--- src/pic_pkg.sv ---
// package: constants and carrier types for the pad impedance calibrator
package pic_pkg;
	localparam int          CODE_W        = 5;
	localparam logic [4:0]  CODE_ALL_ONES = 5'h1f;
	localparam logic [4:0]  CODE_ZERO     = 5'h00;
	localparam logic [4:0]  AVG_RESET     = 5'h10;
	localparam int          CLK_MHZ       = 25;
	// settle times, printed as cycles of the core clock
	localparam int          SETTLE_CYC    = 64;
	localparam int          CMP_CYC       = 16;
	localparam int          WAIT_W        = 7;
	localparam logic [6:0]  SETTLE_LAST   = 7'(SETTLE_CYC - 1);
	localparam logic [6:0]  CMP_LAST      = 7'(CMP_CYC - 1);

	typedef enum logic [3:0] {
		PIC_LOAD   = 4'h1,
		PIC_SETTLE = 4'h2,
		PIC_CMP    = 4'h4,
		PIC_DECIDE = 4'h8
	} pic_state_t;

	// software override port
	typedef struct packed {
		logic       override_enable;
		logic [4:0] value;
	} pic_ovrd_t;

	// sensor pad drive group
	typedef struct packed {
		logic       run;
		logic       cmp_en_n;
		logic [4:0] code_n;
	} pic_sensor_t;
endpackage

--- src/pic_sync3.sv ---
// three-flop synchroniser with agreement filter for one pin input
`timescale 1ns/1ns
`default_nettype none
module pic_sync3 (
	// clock and reset
	input  wire logic i_clk,
	input  wire logic i_resetn,
	input  wire logic i_ce,
	// pin in, filtered level out
	input  wire logic i_pin,
	output logic      o_level
);
	logic s1;
	logic s2;
	logic s3;

	// s1 is read only by s2; level moves once s2 and s3 agree
	always_ff @(posedge i_clk or negedge i_resetn) begin
		if (!i_resetn) begin
			s1      <= 1'b0;
			s2      <= 1'b0;
			s3      <= 1'b0;
			o_level <= 1'b0;
		end else if (i_ce) begin
			s1 <= i_pin;
			s2 <= s1;
			s3 <= s2;
			if (s2 == s3) begin
				o_level <= s3;
			end
		end
	end
endmodule
`default_nettype wire

--- src/pic_calibrator.sv ---
// pad impedance calibrator: counting converter, averaging filter, override
`timescale 1ns/1ns
`default_nettype none
module pic_calibrator
	import pic_pkg::*;
(
	// clock, reset, enable
	input  wire logic       i_clk,
	input  wire logic       i_resetn,
	input  wire logic       i_ce,
	// software override and test
	input  wire pic_ovrd_t  i_ovrd,
	input  wire logic       i_base_test,
	// sensor pad comparator, from the pad ring
	input  wire logic       i_count_up,
	// sensor pad control
	output pic_sensor_t     o_sensor,
	output logic            o_base_off,
	// pad drivers and readback
	output logic [4:0]      o_drive_code_n,
	output logic [4:0]      o_calc_code,
	output logic            o_match_seen
);
	pic_state_t state;
	pic_state_t next_state;
	logic [4:0] trial;
	logic [4:0] avg;
	logic [6:0] wait_cnt;
	logic       match;
	logic       wait_done;

	// the comparator output is analog-derived: filtered before use
	// three flops plus agreement cost about four cycles of the compare wait
	pic_sync3 u_cmp_sync (
		.i_clk    (i_clk),
		.i_resetn (i_resetn),
		.i_ce     (i_ce),
		.i_pin    (i_count_up),
		.o_level  (match)
	);

	// end of the settle or compare wait; load and decide never read it
	assign wait_done = (state == PIC_SETTLE) ? (wait_cnt == SETTLE_LAST)
	                                         : (wait_cnt == CMP_LAST);

	// converter sequence; passes repeat forever
	always_comb begin
		next_state = state;
		case (state)
			PIC_LOAD:   next_state = PIC_SETTLE;
			PIC_SETTLE: if (wait_done) next_state = PIC_CMP;
			PIC_CMP:    if (wait_done) next_state = PIC_DECIDE;
			PIC_DECIDE: begin
				if (match || trial == CODE_ZERO) begin
					next_state = PIC_LOAD;
				end else begin
					next_state = PIC_CMP;
				end
			end
			default:    next_state = PIC_LOAD;
		endcase
	end

	// state register; frozen while the clock enable is low
	always_ff @(posedge i_clk or negedge i_resetn) begin
		if (!i_resetn) begin
			state <= PIC_LOAD;
		end else if (i_ce) begin
			state <= next_state;
		end
	end

	// settle and compare wait counter clears on every state change
	always_ff @(posedge i_clk or negedge i_resetn) begin
		if (!i_resetn) begin
			wait_cnt <= '0;
		end else if (i_ce) begin
			if (next_state != state) begin
				wait_cnt <= '0;
			end else if (!wait_done) begin
				wait_cnt <= wait_cnt + 7'h01;
			end
		end
	end

	// trial counter: all ones at start, step down on no match
	always_ff @(posedge i_clk or negedge i_resetn) begin
		if (!i_resetn) begin
			trial <= CODE_ALL_ONES;
		end else if (i_ce) begin
			if (state == PIC_LOAD) begin
				trial <= CODE_ALL_ONES;
			end else if (state == PIC_DECIDE && !match && trial != CODE_ZERO) begin
				trial <= trial - 5'h01;
			end
		end
	end

	// averaging filter; one step per match limits noise swings
	always_ff @(posedge i_clk or negedge i_resetn) begin
		if (!i_resetn) begin
			avg <= AVG_RESET;
		end else if (i_ce && state == PIC_DECIDE) begin
			if (match) begin
				if (trial > avg) begin
					avg <= avg + 5'h01;
				end else if (trial < avg) begin
					avg <= avg - 5'h01;
				end
			end else if (trial == CODE_ZERO) begin
				avg <= i_ovrd.value;
			end
		end
	end

	// sensor pad controls; replica code is the inverted trial value
	always_ff @(posedge i_clk or negedge i_resetn) begin
		if (!i_resetn) begin
			o_sensor <= '{run: 1'b0, cmp_en_n: 1'b1, code_n: CODE_ZERO};
		end else if (i_ce) begin
			o_sensor.run      <= 1'b1;
			o_sensor.cmp_en_n <= !(next_state == PIC_CMP);
			o_sensor.code_n   <= ~trial;
		end
	end

	// pad drive code and readback; override wins at the pad code when enabled, readback always shows the average
	always_ff @(posedge i_clk or negedge i_resetn) begin
		if (!i_resetn) begin
			o_drive_code_n <= ~AVG_RESET;
			o_calc_code    <= AVG_RESET;
			o_base_off     <= 1'b0;
			o_match_seen   <= 1'b0;
		end else if (i_ce) begin
			// inverted binary weighting, active low bits
			o_drive_code_n <= i_ovrd.override_enable ? ~i_ovrd.value : ~avg;
			o_calc_code    <= avg;
			o_base_off     <= i_base_test;
			o_match_seen   <= (state == PIC_DECIDE) && match;
		end
	end

	// tristate release lives in each control pad; nothing to drive here

	// override path and averaging filter
	a_override_path: assert property (@(posedge i_clk) disable iff (!i_resetn)
		i_ce && i_ovrd.override_enable ##1 1'b1 |-> o_drive_code_n == ~$past(i_ovrd.value))
		else $error("override value did not reach the pad code");
	a_avg_step: assert property (@(posedge i_clk) disable iff (!i_resetn)
		i_ce && state == PIC_DECIDE && match |=> (avg - $past(avg) <= 5'h01)
		|| ($past(avg) - avg <= 5'h01))
		else $error("average moved by more than one step");
	a_avg_up: assert property (@(posedge i_clk) disable iff (!i_resetn)
		i_ce && state == PIC_DECIDE && match && trial > avg |=> avg == $past(avg) + 5'h01)
		else $error("average did not step up toward a larger match");
	a_avg_down: assert property (@(posedge i_clk) disable iff (!i_resetn)
		i_ce && state == PIC_DECIDE && match && trial < avg |=> avg == $past(avg) - 5'h01)
		else $error("average did not step down toward a smaller match");
	a_avg_hold: assert property (@(posedge i_clk) disable iff (!i_resetn)
		i_ce && state == PIC_DECIDE && match && trial == avg |=> $stable(avg))
		else $error("average changed on a match equal to it");

	// sequence timing and trial counter
	a_settle_len: assert property (@(posedge i_clk) disable iff (!i_resetn)
		i_ce && $rose(state == PIC_SETTLE) |-> wait_cnt == 7'h00)
		else $error("settle wait did not start from zero");
	a_settle_exit: assert property (@(posedge i_clk) disable iff (!i_resetn)
		i_ce && state == PIC_SETTLE && wait_cnt == SETTLE_LAST |=> state == PIC_CMP)
		else $error("settle wait did not end after its last cycle");
	a_cmp_exit: assert property (@(posedge i_clk) disable iff (!i_resetn)
		i_ce && state == PIC_CMP && wait_cnt == CMP_LAST |=> state == PIC_DECIDE)
		else $error("compare wait did not end after its last cycle");
	a_cmp_window: assert property (@(posedge i_clk) disable iff (!i_resetn)
		o_sensor.cmp_en_n == (state != PIC_CMP))
		else $error("comparator enable outside the compare wait");
	a_load_ones: assert property (@(posedge i_clk) disable iff (!i_resetn)
		i_ce && state == PIC_LOAD |=> trial == CODE_ALL_ONES)
		else $error("trial counter not loaded with all ones");
	a_zero_default: assert property (@(posedge i_clk) disable iff (!i_resetn)
		i_ce && state == PIC_DECIDE && !match && trial == CODE_ZERO
		|=> avg == $past(i_ovrd.value))
		else $error("unmatched pass did not load the default code");
	a_decrement: assert property (@(posedge i_clk) disable iff (!i_resetn)
		i_ce && state == PIC_DECIDE && !match && trial != CODE_ZERO
		|=> trial == $past(trial) - 5'h01)
		else $error("trial counter did not step down after no match");

	// pad controls, readback and clock enable
	a_replica_code: assert property (@(posedge i_clk) disable iff (!i_resetn)
		i_ce |=> o_sensor.code_n == ~$past(trial))
		else $error("replica code is not the inverted trial value");
	a_readback: assert property (@(posedge i_clk) disable iff (!i_resetn)
		i_ce |=> o_calc_code == $past(avg))
		else $error("readback differs from the average");
	a_base_test: assert property (@(posedge i_clk) disable iff (!i_resetn)
		i_ce |=> o_base_off == $past(i_base_test))
		else $error("base transistor control did not follow the test input");
	a_drive_select: assert property (@(posedge i_clk) disable iff (!i_resetn)
		i_ce |=> o_drive_code_n == ($past(i_ovrd.override_enable)
			? ~$past(i_ovrd.value) : ~$past(avg)))
		else $error("pad code is neither the override nor the inverted average");
	a_ce_freeze: assert property (@(posedge i_clk) disable iff (!i_resetn)
		!i_ce |=> $stable(state) && $stable(trial) && $stable(avg) && $stable(o_drive_code_n))
		else $error("state moved while the clock enable was low");
	a_match_pulse: assert property (@(posedge i_clk) disable iff (!i_resetn)
		i_ce |=> o_match_seen == ($past(state) == PIC_DECIDE && $past(match)))
		else $error("match pulse does not follow a matched decision");
endmodule
`default_nettype wire

--- config.mk ---
export PLATFORM = sky130hd
export DESIGN_NAME = pic_calibrator
export DESIGN_NICKNAME = d
export VERILOG_FILES = /design/src/pic_pkg.sv /design/src/pic_sync3.sv /design/src/pic_calibrator.sv
export SDC_FILE = /design/constraint.sdc
export NUM_CORES = 1
export LEC_CHECK = 0
export BUFFER_PORTS_ARGS = -buffer_cell sky130_fd_sc_hd__buf_2
export CAP_MARGIN = 20
export CORE_MARGIN = 2
export CORE_UTILIZATION = 54
export CTS_CLUSTER_DIAMETER = 60
export DETAILED_ROUTE_END_ITERATION = 7
export GPL_ROUTABILITY_DRIVEN = 0
export HOLD_SLACK_MARGIN = 0.02
export PLACE_DENSITY = 0.73
export SLEW_MARGIN = 15
export SYNTH_ARGS = -nofsm -noshare
export SYNTH_HDL_FRONTEND = slang
export SYNTH_SLANG_ARGS = --single-unit
--- constraint.sdc ---
create_clock -name i_clk -period 3.1 [get_ports i_clk]
set_clock_uncertainty 0.1 [all_clocks]
set_input_delay 0.155 -clock i_clk [delete_from_list [all_inputs] [get_ports i_clk]]
set_output_delay 0.155 -clock i_clk [all_outputs]
set_load 0.05 [all_outputs]
==> reports/qor.csv, run 1 <==
metric,value,unit
status,completed,
Lkg Pwr,1.28,nW
crit path max fanout,3,
Yosys cell types,46,
Critical Path AT,2.97,ns
Worst Reg-to-Reg Cells,13,
P&R area growth vs syn,15.3,%
Syn Area/Cell,10.6,um^2
clock latency at the later pin of the worst-skew pair,0.30,ns
number of global-route vias before repair,1639,
initial DRC count,112,
worst vdd ir,0.335,mV
R2R Setup Slk,0.26,ns
clock buffer depth,2,
initial antenna violation count,0,
Final Cell Area,2770,um^2
Post-synth top cells,"dfrtp_1, inv_1, mux2_2",
Core Area,4320,um^2
via density per instance,5.54,
async set-or-reset flop fraction in the synthesized netlist,100,%
IO Port Bufs,29,
worst min-delay path class,input port to flip-flop,
worst r2r dst,avg[4],
Slew Limit Headroom,60.7,%
Synth Register Bits,44,
layout cells sized above 1,32.4,%
pin count of the biggest net entering global routing,45,
Fin. Hold Viols,0,
Die W,70.7,um
TritonCTS clock tree,yes,
crit path kind,flip-flop to flip-flop,
Worst Setup End Kind,flip-flop,
"count leader, synth",dfrtp_1,
post-route antenna net violation count,0,
Setup TNS Final,0,ns
Crit Reg-Reg Startpoint,avg[4],
CTS Sinks,44,
share of the synthesized area in the top cell type,32.3,%
top cell type by total area after synthesis,dfrtp_1,
sequential fraction of the synthesis area,46.5,%
crit share post-route,91.5,%
clock transition at the registers of the reported paths,0.09,ns
CP Launch Type,flip-flop,
Die H,70.7,um
gr ovfl total,0,
Hold Path Depth,3,
H-Tree Depth,2,
cts bufs inserted,5,
Post-synth EDFFs,0,
WL per Instance,15.0,um
syn_nets,250,
NumNets Final,284,
die area,5000,um^2
TritonRoute pass-1 iters,4,
root buffer cell,clkbuf_8,
RSZ-0062 raised after global routing,false,
Required @ worst endpoint,3.24,ns
I/O pin count,30,
row cnt,24,
Detailed Route WL,4700,um
Synth warnings,0,
gr usage total,19.8,%
Hold Path Sink,avg[2],
final setup fails,0,
total number of vias,1740,
PwrDens,608,nW/um^2
worst hold path startpoint,i_ovrd[2],
Post-Syn Instances,227,
global-route wire length before repair,7870,um
"Cell Area, Synth",2400,um^2
Synth area leaders,"dfrtp_1, dfstp_2, mux2_2",
max-cap viol count,0,
Detailed Place HPWL,3190,um
Worst Tran Pin Value,0.588,ns
Peak Freq,0.353,GHz
area post-placement,2590,um^2
Post-synth top flop,dfrtp_1,
Initial Util,55.6,%
Max Slew Vio Count,0,
diodes inserted,0,
Remaining DRCs,0,
Period minus WS final,2.84,ns
-- worst max-delay path, stage by stage, from the launching register on --
cell and delay, ns:
dfstp_2 0.54, inv_1 0.05, ha_1 0.28, and3_1 0.18, and3_1 0.24, a21oi_4 0.18, inv_2 0.07, ha_1 0.31
nor2b_1 0.15, o21ai_1 0.11, nand2b_1 0.08, xnor2_1 0.13, and4_1 0.21, nor3_2 0.14
-- through the flow --
step / std cells / utilization [%] / hold slack, ns / setup WS [ns] / total power, mW
after global routing: 314 / 64.1 / 0.0960 / 0.0481 / 1.78
after detailed placement: 301 / 60.0 / 0.268 / 0.118 / 1.25
final: 314 / 64.1 / 0.0770 / 0.263 / 1.69
after global placement: 301 / 60.0 / 0.267 / 0.204 / 1.24
after floorplan: 227 / - / -0.241 / 0.306 / 1.13
after CTS: 312 / 63.2 / 0.0701 / 0.0955 / 1.70
-- timing repair --
action	CTS	global route
hold buffers	3	0
hold endpoints to repair	33	0
resized for setup	0	4
buffers inserted	0	1
setup endpoints to repair	0	1
-- power by group --
group / internal [mW] / switching, mW / leakage (nW) / total, mW
clock network: 0.239 / 0.205 / 0.0541 / 0.443
registers: 0.681 / 0.107 / 0.535 / 0.788
logic: 0.185 / 0.270 / 0.693 / 0.456
-- cells in the final DEF (no fill, tap or decap), types with 2 or more instances in the layout --
cell,count
o21a_1,2
or2_2,2
nand2b_1,8
a21o_1,3
nor3_2,2
o21ai_1,3
mux2_2,18
inv_2,2
o31ai_1,2
nand2_1,10
buf_4,2
a21oi_1,13
dfrtp_1,31
clkbuf_8,5
xnor2_1,3
nor2_1,7
o22ai_1,3
nand3_1,9
a31oi_1,2
and3_1,4
mux2i_1,11
nor3_1,5
o21ai_0,15
a31o_2,2
nor2b_1,3
buf_2,29
inv_1,17
dlygate4sd3_1,3
ha_1,11
dfstp_2,13
-- cells by family (layout without fill, tap and decap cells) --
family,after synthesis,count (layout),synth area share (%)
adders and majority gates,12,12,6.56
muxes,29,29,13.0
DFF,44,44,46.5
buffers and inverters,27,62,4.21
xor gates and xnor gates,3,3,1.09
and+or+nand+nor,58,58,14.0
AOI/OAI and AO/OA,54,54,14.6
-- flip-flops by register name, indices dropped and copies added, names as in the netlist --
signal,flops
u_cmp_sync.o_level,1
avg,5
o_calc_code,5
o_drive_code_n,5
u_cmp_sync.s3,1
u_cmp_sync.s1,1
state,4
trial,5
o_sensor,7
o_match_seen,1
u_cmp_sync.s2,1
o_base_off,1
wait_cnt,7
-- layer usage --
metal  GRT usage (%)  wire [um]  up-vias  part of all wire (%)
li1                -          -      883                     -
met1            29.5       2360      825                    50
met2            28.7       2150       25                    46
met3            3.99        121        7                   2.6
met4            7.34         69        0                   1.5
met5               0          0        -                     0
-- how the worst max path moves through the flow --
stage | start | end | cells after the start
after floorplan | avg[4] | avg[4] | 13
after global placement | avg[4] | avg[4] | 13
after detailed placement | avg[4] | avg[4] | 13
after CTS | avg[4] | avg[4] | 13
after global routing | avg[4] | avg[4] | 13
final | avg[4] | avg[4] | 13
-- final cells by class --
type | instances | area, um^2
flip-flops and latches | 44 | 1120
repair buffers | 35 | 210
clock inverters | 3 | 42.5
clock buffers | 5 | 68.8
inverters | 19 | 71.3
fillers | 350 | 1550
multi-input cells | 156 | 1200
well taps | 52 | 65.1
Note: power is estimated with default switching activity, not from simulation.
==> run 2, diff against run 1 <==
==> constraint.sdc (replaced) <==
create_clock -name i_clk -period 3.1 [get_ports i_clk]
set_clock_uncertainty 0.1 [all_clocks]
set_input_delay 0.31 -clock i_clk [delete_from_list [all_inputs] [get_ports i_clk]]
set_output_delay 0.31 -clock i_clk [all_outputs]
set_load 0.05 [all_outputs]
==> reports/qor.csv, run 2 (synthesized netlist as in run 1, its figures left out) <==
metric,value,unit,change
die area,5000,um^2,unchanged
Sw Pwr,582,uW,+0.14%
worst hold slack,0.140,ns,+0.0626 ns
via density per instance,5.56,,+0.29%
clock transition at the registers of the reported paths,0.09,ns,about the same
Die W,70.7,um,unchanged
initial DRC count,115,,+2.7%
TritonRoute pass-1 iters,4,,unchanged
"commonest non-fill, non-tap cell in the layout",dfrtp_1,,
Logic pwr share,26.9,%,about the same
Required @ worst endpoint,3.24,ns,about the same
Remaining DRCs,0,,unchanged
Peak Freq,0.353,GHz,+0.12%
gr ovfl total,0,,unchanged
crit path max fanout,3,,unchanged
CP Launch Type,flip-flop,,
Detailed Place HPWL,3190,um,unchanged
global-route wire length before repair,7800,um,-0.80%
Worst Tran Pin Value,0.578,ns,-0.0104 ns
initial antenna violation count,0,,unchanged
pin count of the biggest net entering global routing,45,,unchanged
CTS Sinks,44,,unchanged
Crit-path slowest cell,dfstp_2,,
Core Area,4320,um^2,unchanged
RSZ-0062 raised after global routing,false,,
worst min-delay path class,input port to flip-flop,,
Fin. Hold Viols,0,,unchanged
"commonest non-fill, non-tap cells in the layout","dfrtp_1, buf_2, mux2_2, inv_1, o21ai_0",,
"Buf+Inv Stages, Crit Path",2,,unchanged
CP peak stage delay,0.54,ns,about the same
Clock Power Share,26.3,%,about the same
final std cells w/o fill,312,,-0.64%
crit-path cells,"inv_1, ha_1, and3_1, and3_1, a21oi_4, inv_2, ha_1, nor2b_1, o21ai_1, nand2b_1, xnor2_1, and4_1, nor3_2",,
"Core Util, Final",63.7,%,-0.46 points
Die H,70.7,um,unchanged
Initial Util,55.6,%,unchanged
number of global-route vias before repair,1620,,-1.2%
root buffer cell,clkbuf_8,,
P&R area growth vs syn,14.5,%,
row cnt,24,,unchanged
worst vdd ir,0.332,mV,-0.88%
diodes inserted,0,,unchanged
Overall Power,1.69,mW,about the same
total number of vias,1734,,-0.34%
Lkg Pwr,1.27,nW,-0.65%
layout cells sized above 1,32.7,%,+0.25 points
switching share of power,34.5,%,+0.064 points
Detailed Route WL,4600,um,-2.2%
Reg power frac,46.8,%,about the same
Int Pwr,1.10,mW,-0.15%
max-cap viol count,0,,unchanged
Slew Limit Headroom,61.4,%,+0.70 points
Setup TNS Final,0,ns,unchanged
clock latency at the later pin of the worst-skew pair,0.30,ns,about the same
Placed Cells,301,,unchanged
CP top delay family,simple AND/OR/NAND/NOR gates,,
post-route antenna net violation count,0,,unchanged
cts bufs inserted,5,,unchanged
PwrDens,612,nW/um^2,+0.68%
gr usage total,19.6,%,-0.18 points
status,completed,,
Period minus WS final,2.83,ns,-0.00349 ns
Worst Setup End Kind,flip-flop,,
WL per Instance,14.7,um,-1.5%
crit path kind,flip-flop to flip-flop,,
crit share post-route,91.4,%,-0.11 points
IO Port Bufs,29,,unchanged
Critical Path AT,2.97,ns,about the same
TritonCTS clock tree,yes,,
I/O pin count,30,,unchanged
NumNets Final,282,,-0.70%
Regs by FF count,"o_sensor x7, wait_cnt x7",,
clock buffer depth,2,,unchanged
Max Slew Vio Count,0,,unchanged
final setup fails,0,,unchanged
H-Tree Depth,2,,unchanged
## run 2: cell count changes in the layout (fill, tap and decap cells not counted)
cell and change:
dlygate4sd3_1 -2
## run 2: cell type report
cell class / instances / area [um^2]
clock inverters: 3 / 42.5
multi-input cells: 156 / 1200
repair buffers: 33 / 190
well taps: 52 / 65.1
inverters: 19 / 71.3
clock buffers: 5 / 68.8
flip-flops and latches: 44 / 1120
fillers: 352 / 1570
## run 2: routing by layer
layer  up-vias  share of wire [%]  track usage, %
met5         -                  0               0
met4         0                1.5            7.13
met3         7                2.5            3.85
met2        24                 44            28.9
met1       822                 52            29.0
li1        881                  -               -
## run 2: repair_timing
| item | 4_1_cts | 5_1_grt |
|---|---|---|
| gates resized for setup | 0 | 4 |
| endpoints found under the hold margin | 0 | 7 |
| setup buffers | 0 | 1 |
| hold buffers | 0 | 1 |
| endpoints found under the setup margin | 0 | 1 |
## run 2: worst paths after layout
path | startpoint | to | slack, ns | cells after the start
setup / recovery | avg[4] | avg[4] | 0.27 | 13
hold / removal | i_base_test | o_base_off | 0.14 | 2
setup reg to reg | avg[4] | avg[4] | 0.27 | 13
hold reg to reg | o_sensor[5] | o_sensor[5] | 0.37 | 2
max in group asynchronous | i_resetn | o_drive_code_n[2] | 2.03 | 3
min in group asynchronous | i_resetn | o_sensor[2] | 0.33 | 2
## run 2: worst reg2reg max path, cell delays in order, from the launching register on
cell      delay [ns]
dfstp_2         0.54
inv_1           0.05
ha_1            0.28
and3_1          0.19
and3_1          0.24
a21oi_4         0.18
inv_2           0.07
ha_1            0.31
nor2b_1         0.15
o21ai_1         0.11
nand2b_1        0.08
xnor2_1         0.13
and4_1          0.21
nor3_2          0.14
## run 2: power groups by stage
stage / Sequential [mW] / Combinational, mW / Clock (mW)
2_1_floorplan: 0.867 / 0.264 / 0
3_3_place_gp: 0.792 / 0.443 / 0
3_5_place_dp: 0.798 / 0.450 / 0
4_1_cts: 0.789 / 0.453 / 0.459
5_1_grt: 0.801 / 0.504 / 0.474
6_report: 0.790 / 0.453 / 0.443
## run 2: through the flow
stage / setup slack, ns / area, um^2
global placement: 0.204 / 2590
detailed placement: 0.118 / 2590
global route: 0.0481 / 2750
CTS: 0.0955 / 2700
floorplan: 0.306 / 2400
finish: 0.267 / 2750
==> run 3, diff against run 2 <==
Settings changed: RECOVER_POWER from default to 100.
==> reports/qor.csv, run 3 (synthesized netlist as in run 1, its figures left out) <==
metric,value,unit,change
CP endpoint,avg[4],,
worst r2r dst,avg[4],,
R2R Setup Slk,0.28,ns,about the same
status,completed,,
worst vdd ir,0.332,mV,about the same
switching share of power,34.6,%,+0.081 points
Core Area,4320,um^2,unchanged
layout cells sized above 1,21.9,%,-11 points
Required @ worst endpoint,3.23,ns,about the same
footprint of the multi-input gates,1170,um^2,-2.1%
clock transition at the registers of the reported paths,0.09,ns,about the same
Setup TNS Final,0,ns,unchanged
row cnt,24,,unchanged
worst min-delay path class,input port to flip-flop,,
Crit Reg-Reg Startpoint,avg[4],,
crit path kind,flip-flop to flip-flop,,
Worst Reg-to-Reg Cells,13,,unchanged
pin count of the biggest net entering global routing,45,,unchanged
CP Launch Type,flip-flop,,
H-Tree Depth,2,,unchanged
die area,5000,um^2,unchanged
Slew Limit Headroom,1.34,%,-60 points
gr usage total,19.6,%,unchanged
TritonRoute pass-1 iters,4,,unchanged
crit share post-route,91.1,%,-0.32 points
Int Pwr,1.09,mW,-1.2%
Detailed Place HPWL,3190,um,unchanged
IO Port Bufs,29,,unchanged
Period minus WS final,2.82,ns,-0.00978 ns
Critical Path AT,2.95,ns,-0.02 ns
gr ovfl total,0,,unchanged
Die W,70.7,um,unchanged
Worst Tran Pin Value,1.48,ns,+0.902 ns
Clock Power Share,26.5,%,+0.2 points
CTS Sinks,44,,unchanged
Lkg Pwr,1.20,nW,-5.8%
Worst Setup End Kind,flip-flop,,
post-route antenna net violation count,0,,unchanged
cts bufs inserted,5,,unchanged
total number of vias,1743,,+0.52%
max-cap viol count,0,,unchanged
number of global-route vias before repair,1620,,unchanged
global-route wire length before repair,7800,um,unchanged
Max Slew Vio Count,0,,unchanged
crit path max fanout,3,,unchanged
clock buffer depth,2,,unchanged
Detailed Route WL,4580,um,-0.26%
Regs by FF count,"o_sensor x7, wait_cnt x7",,
NumNets Final,282,,unchanged
worst hold slack,0.140,ns,+0.000249 ns
initial antenna violation count,0,,unchanged
"commonest non-fill, non-tap cells in the layout","dfrtp_1, clkbuf_1, inv_1, mux2_2, o21ai_0",,
Remaining DRCs,0,,unchanged
Sw Pwr,577,uW,-0.86%
Hold Path Depth,2,,unchanged
initial DRC count,111,,-3.5%
clock latency at the later pin of the worst-skew pair,0.30,ns,about the same
Die H,70.7,um,unchanged
via density per instance,5.59,,+0.52%
TritonCTS clock tree,yes,,
register area,1120,um^2,unchanged
"commonest non-fill, non-tap cell in the layout",dfrtp_1,,
fillers,374,,+6.3%
diodes inserted,0,,unchanged
Worst Setup SP,avg[4],,
RSZ-0062 raised after global routing,false,,
P&R area growth vs syn,11.9,%,
Logic pwr share,26.5,%,-0.4 points
I/O pin count,30,,unchanged
Initial Util,55.6,%,unchanged
Reg power frac,47.0,%,+0.2 points
worst hold path startpoint,i_base_test,,
WL per Instance,14.7,um,-0.26%
root buffer cell,clkbuf_8,,
Peak Freq,0.354,GHz,+0.35%
Fin. Hold Viols,0,,unchanged
final setup fails,0,,unchanged
PwrDens,620,nW/um^2,+1.2%
## run 3: critical path, stage by stage (launching register included)
cell	delay (ns)
dfstp_2	0.54
inv_1	0.05
ha_1	0.28
and3_1	0.19
and3_1	0.22
a21oi_4	0.17
inv_2	0.07
ha_1	0.31
nor2b_1	0.14
o21ai_1	0.11
nand2b_1	0.08
xnor2_1	0.13
and4_1	0.20
nor3_1	0.16
## run 3: power by group through the flow
stage	clock network, mW	registers, mW	logic (mW)
global route	0.474	0.796	0.492
detailed placement	0	0.798	0.450
floorplan	0	0.867	0.264
global placement	0	0.792	0.443
finish	0.443	0.783	0.442
CTS	0.459	0.789	0.453
## run 3: layout make-up
cell class,instances,share of cell area (%)
multi-input combinational,156,43.6
clock inverter,3,1.58
timing repair buffer,33,5.67
clock buffer,5,2.56
sequential,44,41.5
inverter,19,2.65
tap,52,2.42
## run 3: worst min path at each step
| stage | endpoint | slack [ns] |
|---|---|---|
| after global placement | o_sensor[6] | 0.34 |
| after global routing | u_cmp_sync.s1 | 0.13 |
| after floorplan | avg[0] | -0.09 |
| final | o_base_off | 0.14 |
| after detailed placement | o_sensor[5] | 0.36 |
| after CTS | state[1] | 0.09 |
## run 3: repair_timing
item / 4_1_cts / 5_1_grt
hold buffers: 0 / 1
buffers inserted: 0 / 1
endpoints found under the setup margin: 0 / 1
gates resized for setup: 0 / 4
endpoints found under the hold margin: 0 / 7
## run 3: metal layers
| metal | vias to the layer above | global-route usage [%] | wire length [um] |
|---|---|---|---|
| met1 | 826 | 29.0 | 2340 |
| li1 | 883 | - | - |
| met2 | 27 | 28.9 | 2040 |
| met4 | 0 | 7.13 | 70 |
| met3 | 7 | 3.85 | 133 |
| met5 | - | 0 | 0 |
## run 3: through the flow
stage / std cells / worst slack (ns) / total power, mW / util (%) / cell area (um^2)
after global routing: 312 / 0.0304 / 1.76 / 62.2 / 2690
after CTS: 309 / 0.0955 / 1.70 / 62.5 / 2700
after detailed placement: 301 / 0.118 / 1.25 / 60.0 / 2590
after floorplan: 227 / 0.306 / 1.13 / - / 2400
after global placement: 301 / 0.204 / 1.24 / 60.0 / 2590
final: 312 / 0.277 / 1.67 / 62.2 / 2690
